<file path="config.mk">
export PLATFORM = sky130hd
export DESIGN_NAME = mcxs_sequencer
export DESIGN_NICKNAME = d
export VERILOG_FILES = /design/src/verilog/mcxs_pkg.sv /design/src/verilog/mcxs_sequencer.sv
export SDC_FILE = /design/constraint.sdc
export NUM_CORES = 1
export LEC_CHECK = 0
export ABC_AREA = 0
export BUFFER_PORTS_ARGS = -buffer_cell sky130_fd_sc_hd__buf_2
export CAP_MARGIN = 20
export CORE_MARGIN = 4
export CORE_UTILIZATION = 40
export DETAILED_ROUTE_END_ITERATION = 8
export GPL_TIMING_DRIVEN = 0
export PLACE_DENSITY_LB_ADDON = 0.15
export SLEW_MARGIN = 20
export SYNTH_ARGS = -nofsm -noshare
export SYNTH_HDL_FRONTEND = slang
export SYNTH_SLANG_ARGS = --single-unit
</file>
<file path="constraint.sdc">
create_clock -name REF_CLK -period 3.7 [get_ports REF_CLK]
set_clock_uncertainty 0.15 [all_clocks]
set_input_delay 1.11 -clock REF_CLK [delete_from_list [all_inputs] [get_ports REF_CLK]]
set_output_delay 1.11 -clock REF_CLK [all_outputs]
set_load 0.005 [all_outputs]
</file>
<file path="src/verilog/mcxs_pkg.sv">
// constants and types shared by the machine cycle and external data move sequencer
package mcxs_pkg;

   // ==========================================================
   // machine cycle shape
   localparam int unsigned CLOCKS_PER_CYCLE = 4;
   localparam logic [3:0] MIN_INSTR_CYCLES = 4'h1;
   localparam logic [3:0] MAX_INSTR_CYCLES = 4'h5;
   localparam logic [3:0] MOVE_BASE_CYCLES = 4'h2;

   // ==========================================================
   // special function register map
   localparam logic [7:0] SFR_PTR_SELECT_ADDR = 8'h86;
   localparam logic [7:0] SFR_CLOCK_CONTROL_ADDR = 8'h8e;
   localparam int unsigned PTR_SELECT_BIT = 0;
   localparam int unsigned STRETCH_LSB = 0;
   localparam int unsigned STRETCH_MSB = 2;
   localparam logic [2:0] STRETCH_RESET = 3'h1;
   localparam logic PTR_SELECT_RESET = 1'b0;
   localparam logic [15:0] DATA_POINTER_RESET = 16'h0000;

   // ==========================================================
   // strobe placement inside the access cycles, in clocks
   localparam logic [5:0] STROBE_FAST_FIRST = 6'h01;
   localparam logic [5:0] STROBE_FAST_LAST = 6'h02;
   localparam logic [5:0] STROBE_SLOW_FIRST = 6'h02;
   localparam logic [5:0] STROBE_SLOW_OFFSET = 6'h01;

   // states of one machine cycle
   typedef enum logic [1:0] {PH_ONE, PH_TWO, PH_THREE, PH_FOUR} mcxs_phase_e;

endpackage

</file>
<file path="src/verilog/mcxs_sequencer.sv">
// machine cycle sequencer with stretchable external data move and dual data pointers
//
// Summary of operation
// [RULE_01] each machine cycle lasts exactly four input clock periods
// [RULE_02] states phase one, two, three, four always follow in that order
// [RULE_03] both clock edges used internally; here each state is one full period
// [RULE_04] one opcode byte is fetched in every machine cycle; here none in the move's access cycles
// [RULE_05] most instructions take as many machine cycles as they have bytes
// [RULE_06] half of all opcodes finish in one machine cycle of four clocks
// [RULE_07] other instructions take one to five machine cycles
// [RULE_08] software may lengthen the external data move to two through nine cycles
// [RULE_09] lengthening the move widens the read or write strobe in proportion
// [RULE_10] the move reaches off-chip data space; results match the classic core
// [RULE_11] index form takes low address byte from the selected index register
// [RULE_12] index form takes high address byte from the port 2 output latch
// [RULE_13] pointer form drives the full 16-bit selected data pointer
// [RULE_14] pointer select flag is bit zero of the register at 86h
// [RULE_15] other seven bits of that register do nothing and read zero
// [RULE_16] flag zero selects data pointer zero, flag one selects data pointer one
// [RULE_17] incrementing or decrementing the select register toggles the active pointer
// [RULE_18] stretch field bits two to zero give a move of n plus two cycles
// [RULE_19] stretch field resets to one, a three cycle move
// [RULE_20] strobe is two clocks at stretch zero, else four clocks times stretch
// [RULE_21] pointer operations use the pointer selected when the instruction executes
`timescale 1ns/1ps
module mcxs_sequencer
   import mcxs_pkg::*;
(
   input wire logic REF_CLK,
   input wire logic RESET_N,
   // instruction descriptor, taken at phase four of the last cycle
   input wire logic [3:0] DEC_CYCLES,
   input wire logic DEC_XMOVE,
   input wire logic DEC_PTR_FORM,
   input wire logic DEC_WRITE,
   input wire logic [7:0] DEC_WDATA,
   input wire logic [7:0] INDEX_REG,
   input wire logic [7:0] PORT2_LATCH,
   // special function register port
   input wire logic SFR_WE,
   input wire logic [7:0] SFR_ADDR,
   input wire logic [7:0] SFR_WDATA,
   output logic [7:0] SFR_RDATA,
   // data pointer operations from the core
   input wire logic DP_LOAD,
   input wire logic DP_INC,
   input wire logic [15:0] DP_WDATA,
   output logic [15:0] DP_VALUE,
   // cycle timing toward the core
   output logic [1:0] MC_PHASE,
   output logic FETCH_STB,
   output logic DEC_TAKE,
   // external data space
   output logic [15:0] XADDR,
   output logic XRD_N,
   output logic XWR_N,
   output logic [7:0] XDATA_OUT,
   output logic XDATA_OE,
   input wire logic [7:0] XDATA_IN,
   output logic [7:0] XMOVE_RDATA,
   output logic XMOVE_RVALID
);

   // ==========================================================
   // state
   typedef struct packed {
      mcxs_phase_e phase;
      logic [3:0] rem;
      logic mv;
      logic mv_acc;
      logic [5:0] kcnt;
      logic mv_wr;
      logic [2:0] mv_n;
      logic [15:0] mv_addr;
      logic [7:0] mv_wdata;
      logic [2:0] stretch;
      logic psel;
      logic [15:0] dp0;
      logic [15:0] dp1;
      logic [7:0] sync1;
      logic [7:0] sync2;
      logic fetch;
      logic take;
      logic xrd_n;
      logic xwr_n;
      logic [15:0] xaddr;
      logic xoe;
      logic [7:0] xdout;
      logic [7:0] rdata;
      logic rvalid;
      logic rd_close;
      logic [7:0] sfr_rdata;
      logic [15:0] dp_out;
   } mcxs_state_s;

   mcxs_state_s q;
   mcxs_state_s d;

   // ==========================================================
   // helpers
   function automatic logic [3:0] move_cycles(input logic [2:0] n);
      move_cycles = {1'b0, n} + MOVE_BASE_CYCLES; // [RULE_18]
   endfunction

   // out-of-range cycle counts from the decoder are pulled into 1..5
   function automatic logic [3:0] clamp_cycles(input logic [3:0] c);
      clamp_cycles = (c < MIN_INSTR_CYCLES) ? MIN_INSTR_CYCLES :
                     (c > MAX_INSTR_CYCLES) ? MAX_INSTR_CYCLES : c;
   endfunction

   // strobe window in clocks counted from the first access cycle
   function automatic logic strobe_active(input logic [5:0] k, input logic [2:0] n);
      strobe_active = (n == 3'h0) ?
         ((k >= STROBE_FAST_FIRST) && (k <= STROBE_FAST_LAST)) :
         ((k >= STROBE_SLOW_FIRST) && (k <= ({1'b0, n, 2'b00} + STROBE_SLOW_OFFSET)));
   endfunction

   function automatic logic [15:0] sel_ptr(input mcxs_state_s s);
      sel_ptr = s.psel ? s.dp1 : s.dp0; // [RULE_16]
   endfunction

   logic last_cycle;
   logic strobe_on;

   // ==========================================================
   // next-state logic
   always_comb
   begin
      d = q;
      d.rvalid = 1'b0;
      last_cycle = (q.phase == PH_FOUR) && (q.rem == 4'h1);
      // pin data passes two flops before anything reads it
      d.sync1 = XDATA_IN;
      d.sync2 = q.sync1;

      // fixed four-state rotation, one state per clock
      unique case (q.phase) // [RULE_01] [RULE_02] [RULE_03]
         PH_ONE: d.phase = PH_TWO;
         PH_TWO: d.phase = PH_THREE;
         PH_THREE: d.phase = PH_FOUR;
         PH_FOUR: d.phase = PH_ONE;
      endcase

      // access clock counter runs only while the move holds the core
      d.kcnt = q.mv_acc ? q.kcnt + 6'h01 : q.kcnt;

      // cycle accounting at the end of each machine cycle
      if (q.phase == PH_FOUR)
      begin
         if (last_cycle)
         begin
            d.mv = DEC_XMOVE;
            d.mv_acc = 1'b0;
            d.kcnt = 6'h00;
            d.mv_wr = DEC_WRITE;
            d.mv_n = q.stretch;
            d.mv_wdata = DEC_WDATA;
            // cycle count equals the count the decoder reports pulled into 1..5, or stretch plus two
            d.rem = DEC_XMOVE ? move_cycles(q.stretch) // [RULE_08] [RULE_18]
                              : clamp_cycles(DEC_CYCLES); // [RULE_05] [RULE_06] [RULE_07]
            d.mv_addr = DEC_PTR_FORM ? sel_ptr(q) // [RULE_13] [RULE_21]
                                     : {PORT2_LATCH, INDEX_REG}; // [RULE_11] [RULE_12]
         end
         else
         begin
            d.rem = q.rem - 4'h1;
            // after the opcode cycle the move holds the core in access cycles
            d.mv_acc = q.mv_acc || q.mv;
         end
      end

      // strobe widens with the stretch captured at move start
      strobe_on = d.mv_acc && strobe_active(d.kcnt, d.mv_n); // [RULE_09] [RULE_20]
      d.xrd_n = !(strobe_on && !d.mv_wr);
      d.xwr_n = !(strobe_on && d.mv_wr);
      d.xoe = d.mv_acc && d.mv_wr; // [RULE_10]
      d.xdout = d.mv_wdata;
      d.xaddr = d.mv_acc ? d.mv_addr : q.xaddr;

      // read data is taken one clock after the strobe closes: the pin path lags two
      // clocks, so only then does the second flop hold a sample from inside the strobe
      d.rd_close = !q.xrd_n && d.xrd_n;
      if (q.rd_close)
      begin
         d.rdata = q.sync2;
         d.rvalid = 1'b1;
      end

      // opcode fetch once per cycle, none while the move holds the core
      d.fetch = (d.phase == PH_ONE) && !d.mv_acc; // [RULE_04]
      d.take = (d.phase == PH_FOUR) && (d.rem == 4'h1);

      // register writes; stretch changes apply to the next move only
      if (SFR_WE && (SFR_ADDR == SFR_PTR_SELECT_ADDR))
      begin
         // an inc or dec of the register flips bit zero, toggling pointers
         d.psel = SFR_WDATA[PTR_SELECT_BIT]; // [RULE_14] [RULE_17]
      end
      if (SFR_WE && (SFR_ADDR == SFR_CLOCK_CONTROL_ADDR))
      begin
         d.stretch = SFR_WDATA[STRETCH_MSB:STRETCH_LSB]; // [RULE_18]
      end

      // pointer operations hit the pointer selected now; a load beats an increment
      if (DP_LOAD || DP_INC)
      begin
         if (q.psel) // [RULE_16] [RULE_21]
         begin
            d.dp1 = DP_LOAD ? DP_WDATA : q.dp1 + 16'h0001;
         end
         else
         begin
            d.dp0 = DP_LOAD ? DP_WDATA : q.dp0 + 16'h0001;
         end
      end
      d.dp_out = d.psel ? d.dp1 : d.dp0;

      // read mux; unused bits and unmapped addresses read zero
      d.sfr_rdata = (SFR_ADDR == SFR_PTR_SELECT_ADDR) ? {7'h00, d.psel} : // [RULE_15]
                    (SFR_ADDR == SFR_CLOCK_CONTROL_ADDR) ? {5'h00, d.stretch} : 8'h00;
   end

   // ==========================================================
   // state register; first phase four after reset takes the first descriptor
   always_ff @(posedge REF_CLK or negedge RESET_N)
   begin
      if (!RESET_N)
      begin
         q <= '0;
         q.phase <= PH_FOUR;
         q.rem <= MIN_INSTR_CYCLES;
         q.stretch <= STRETCH_RESET; // [RULE_19]
         q.psel <= PTR_SELECT_RESET;
         q.dp0 <= DATA_POINTER_RESET;
         q.dp1 <= DATA_POINTER_RESET;
         q.xrd_n <= 1'b1;
         q.xwr_n <= 1'b1;
      end
      else
      begin
         q <= d;
      end
   end

   // outputs come straight from the state flops
   assign MC_PHASE = q.phase;
   assign FETCH_STB = q.fetch;
   assign DEC_TAKE = q.take;
   assign XADDR = q.xaddr;
   assign XRD_N = q.xrd_n;
   assign XWR_N = q.xwr_n;
   assign XDATA_OUT = q.xdout;
   assign XDATA_OE = q.xoe;
   assign XMOVE_RDATA = q.rdata;
   assign XMOVE_RVALID = q.rvalid;
   assign SFR_RDATA = q.sfr_rdata;
   assign DP_VALUE = q.dp_out;

   // helper: width of the current strobe in clocks
   logic strobe_n;
   logic [5:0] strobe_len;
   assign strobe_n = XRD_N & XWR_N;
   always_ff @(posedge REF_CLK or negedge RESET_N)
   begin
      if (!RESET_N)
      begin
         strobe_len <= 6'h00;
      end
      else
      begin
         strobe_len <= strobe_n ? 6'h00 : strobe_len + 6'h01;
      end
   end
endmodule

</file>
### Word level (Yosys, flattened, before mapping)

Index checks and enable logic that the tools add are counted.

| word-level totals | value |
|---|---|
| register bits after elaboration | 144 |
| bits of input ports | 76 |
| logic and storage cells | 93 |

| operators by class | value |
|---|---|
| $add $sub $neg | 6 |
| $lt $le $gt $ge | 6 |
| equality and inequality tests | 8 |
| mux-type cells | 24 |
| reduce and logical (&&, ||, !) cells | 23 |

Operators with widths:

| operator | count |
|---|---|
| 16-bit 2-to-1 mux | 7 |
| 40-bit 2-to-1 mux | 1 |
| 34-bit 2-to-1 mux | 1 |
| 16-bit by 1-bit adder with 16-bit output, second input constant | 2 |
| 32-bit 2-to-1 mux | 1 |
| 8-bit == test, second input constant | 2 |
| 4-bit 2-to-1 mux | 4 |
| 1-bit logical AND | 12 |
| 3-bit 2-to-1 mux | 3 |
| 4-bit by 1-bit == test with 1-bit output, second input constant | 2 |
| 2-bit one-hot mux with 4 select lines | 1 |
| 5-bit by 1-bit adder with 6-bit output, second input constant | 1 |
| 6-bit by 1-bit adder with 6-bit output, second input constant | 1 |
| 2-bit == test, second input constant | 3 |
| 6-bit by 1-bit greater-or-equal comparator with 1-bit output, second input constant | 1 |
| 6-bit by 2-bit greater-or-equal comparator with 1-bit output, second input constant | 1 |
| 6-bit by 2-bit <= comparator with 1-bit output, second input constant | 1 |
| 6-bit <= comparator | 1 |
| 6-bit 2-to-1 mux | 1 |
| 1-bit zero test | 5 |
| 1-bit 2-to-1 mux | 5 |
| 3-bit by 2-bit adder with 4-bit output, second input constant | 1 |
| 4-bit by 3-bit greater-than comparator with 1-bit output, second input constant | 1 |
| 2-bit zero test | 2 |
| other kinds (6) | 7 |

### Longest topological paths before layout

| logic depth | value |
|---|---|
| depth after elaboration | 14 |
| gate-level depth with buffers | 15 |
| depth with buffers taken out | 12 |

### Least setup slack after synthesis

No wires, ideal clock.

| path | value |
|---|---|
| kind | reg2reg |
| from | register q, in the netlist MC_PHASE[1] |
| to | register q[24] (netlist bit) |
| setup time | 136 ps |
| data arrival time | 3,046 ps |
| required time | 3,414 ps |
| setup slack | 368 ps |
| stages on the path, launching flop included | 13 |
| path buffers | 4 |
| clock period less this slack | 3,332 ps |
| cell sequence | dfstp_2 > ha_1 > buf_2 > and4bb_1 > buf_2 > clkbuf_1 > clkbuf_1 > nor2_1 > ha_1 > and3_1 > mux2_2 > o31ai_1 > a31oi_1 |

RTL lines:

| item | line | source |
|---|---|---|
| start: declaration | mcxs_sequencer.sv:96 | `mcxs_state_s q;` |

==> results.ini <==
[pwr]
p_sw_share_pct=29.1
total_power_mw=4.86
leakage_nw=4.25
p_int_mw=3.45
power_frac_clock_pct=35.3
p_switching_mw=1.42
combPwrFrac_pct=23.4
p_per_area_nw_per_um2=553
p_seq_share_pct=41.3
ir_drop_uv=303

[finish]
regArea_um2=3610
fin_cells=1087
mostFrequentLayoutCell=buf_2
drive_gt1_share_pct=34.7
final_cell_mix=buf_2 (143), dfrtp_1 (138), nand2_1 (97), buf_4 (58), o21ai_0 (52)
diodes=0
final_area_um2=8800
multi_input_comb_area_um2=2990
area_delta_synth_final_pct=21.7
n_fill_cell=1636
finalNetCount=938
final_util_pct=50.4

[sta]
period_share_pct=93.2
slew_viol_final=0
grt_setup_unrepaired=false
slew_headroom_pct=54.1
tightest_slew_ns=0.685
setup_viol=0
tns_ns=0
hold_viol_final=0
period_minus_slack_ns=3.45
fin_ws_ns=0.253
fmax_ghz=0.290
whs_ns=0.199

[drt]
drc=0
totalWireLength_um=19200
routed-via-count=5730
vias_per_cell=5.27
wl_per_cell_um=17.7
detail-route-antenna-nets=0
drtIter0Drc=357
dr.pass1.iters=7

[place]
dp_hpwl_um=14000
port_buffers=128
placed_area_um2=8200
gp_congestion=0.881
dpl.cell_count=1056
pre_cts_ws_ns=-0.350

[clock_network]
cts-root-buf=clkbuf_16
postCtsSetupBuffers=0
cts_resized=3
cts.path.max_buffers=2
htreeDepth=4
cts_num_sinks=144
clk_pin_slew_ns=0.06
hold_buffers=0
clock_latency_ns=0.42
cts_buffers=17
cts_tree=done

[global_routing]
antenna_found_initial=0
grt_overflow=0
grt_pass1_vias=5923
grt_max_degree=100
track_usage_pct=19.6
grt_pass1_wl_um=31200

[synthesis]
synth_top_area_cell=dfrtp_1
ys_types=71
synth_edf_count=0
syn_inst=698
synth-seq-cells=144
ys_warn_count=0
ys_async_sr_fraction_pct=100
avgSynthCellArea_um2=10.4
synthFlopType=dfrtp_1
synth_top_area_share_pct=47.8
synth_area_um2=7230
synth_area_leaders=dfrtp_1 (48%), mux2_2 (6.7%), buf_4 (6.0%)
synth_seq_area_share_pct=49.9

[floorplanning]
initial_core_util_pct=41.4
dieArea_um2=20300
die_h_um=142
core_um2=17500
fp-row-count=48
ioPinCount=140
die_w_um=142

[setup_path]
r2r-start=MC_PHASE[1]
required_ns=3.84
start_kind=register
crit_arrival_ns=3.58
crit_fanout=18
reg2reg_depth=11
critPathKind=reg -> reg
crit_start=MC_PHASE[1]
endpoint_kind=register

[min_path]
whs_path_depth=0
min-delay-start=d[63]
hold_path.class=reg -> reg

[job]
maxCapViolCount=0

[outcome]
status=finished, final reports clean

[cells by family after synthesis]
logic type	Yosys count	share of synthesized area, %
adder cells (fa/ha/maj)	13	2.25
flip-flops	144	49.9
other	1	0.0519
multiplexers	82	12.2
AND/OR/NAND/NOR	214	14.7
AO/OA/AOI/OAI	130	11.2
XOR/XNOR	6	0.727
buffers and inverters	108	8.97
[power by group through the flow]
stage	clock network (mW)	logic, mW	registers [mW]
global placement	0	1.11	2.03
floorplan	0	0.764	1.98
finish	1.72	1.14	2.01
CTS	1.76	1.14	2.01
detailed placement	0	1.14	2.03
global route	1.83	1.28	2.04
[final cells by class]
cell class	count	area share (%)
flip-flops and latches	144	41.0
well taps	225	3.20
clock inverters	12	1.51
plain buffers	91	6.70
repair buffers	129	7.71
inverters	16	0.682
multi-input cells	450	34.0
clock buffers	20	5.19
[synthesized netlist by cell type, types with 4 or more instances]
cell type	count
nand3_1	18
nor2_1	28
o22ai_1	11
dfstp_2	6
buf_2	14
nand2b_1	4
a21oi_1	20
nor2b_1	6
o21ai_0	52
nor3_1	9
dfrtp_1	138
nand2_1	97
clkbuf_1	17
nand4_1	13
mux2_2	43
mux2i_1	38
and4_1	6
inv_1	14
a22oi_1	8
o211ai_1	8
buf_4	58
ha_1	13
a31oi_1	5
a221oi_1	6
and2_1	6
xor2_1	4
[flip-flops by register name (all words and copies together) (netlist names)]
name and cells:
SFR_RDATA 3, DP_VALUE 16, DEC_TAKE 1, XDATA_OUT 8, XADDR 16, MC_PHASE 2
XRD_N 1, XMOVE_RDATA 8, XDATA_OE 1, FETCH_STB 1, XWR_N 1, q 77
XMOVE_RVALID 1, d 8
[critical path, stage by stage, from the launching register on]
cell	delay, ns
dfstp_2	0.57
ha_1	0.18
buf_2	0.21
and4bb_1	0.21
buf_2	0.31
clkbuf_2	0.31
nor2_1	0.10
ha_1	0.31
and3_1	0.21
mux2_2	0.27
o31ai_2	0.32
a31oi_1	0.16
[routing by layer]
metal  up-vias  routed length (um)  global-route usage (%)
met5         -                   0                       0
met4         0                 469                    8.00
met3        31                1210                    4.40
met2       202                8650                    29.9
met1      2771                8920                    27.1
li1       2726                   -                       -
[path summary, 6_finish.rpt]
path	to	slack, ns
min reg2reg	q[63]	0.20
min	q[63]	0.20
max reg2reg	q[24]	0.25
max	q[24]	0.25
max in group asynchronous	XRD_N	2.16
min in group asynchronous	q[64]	0.43
Note: power is estimated with default switching activity, not from simulation.
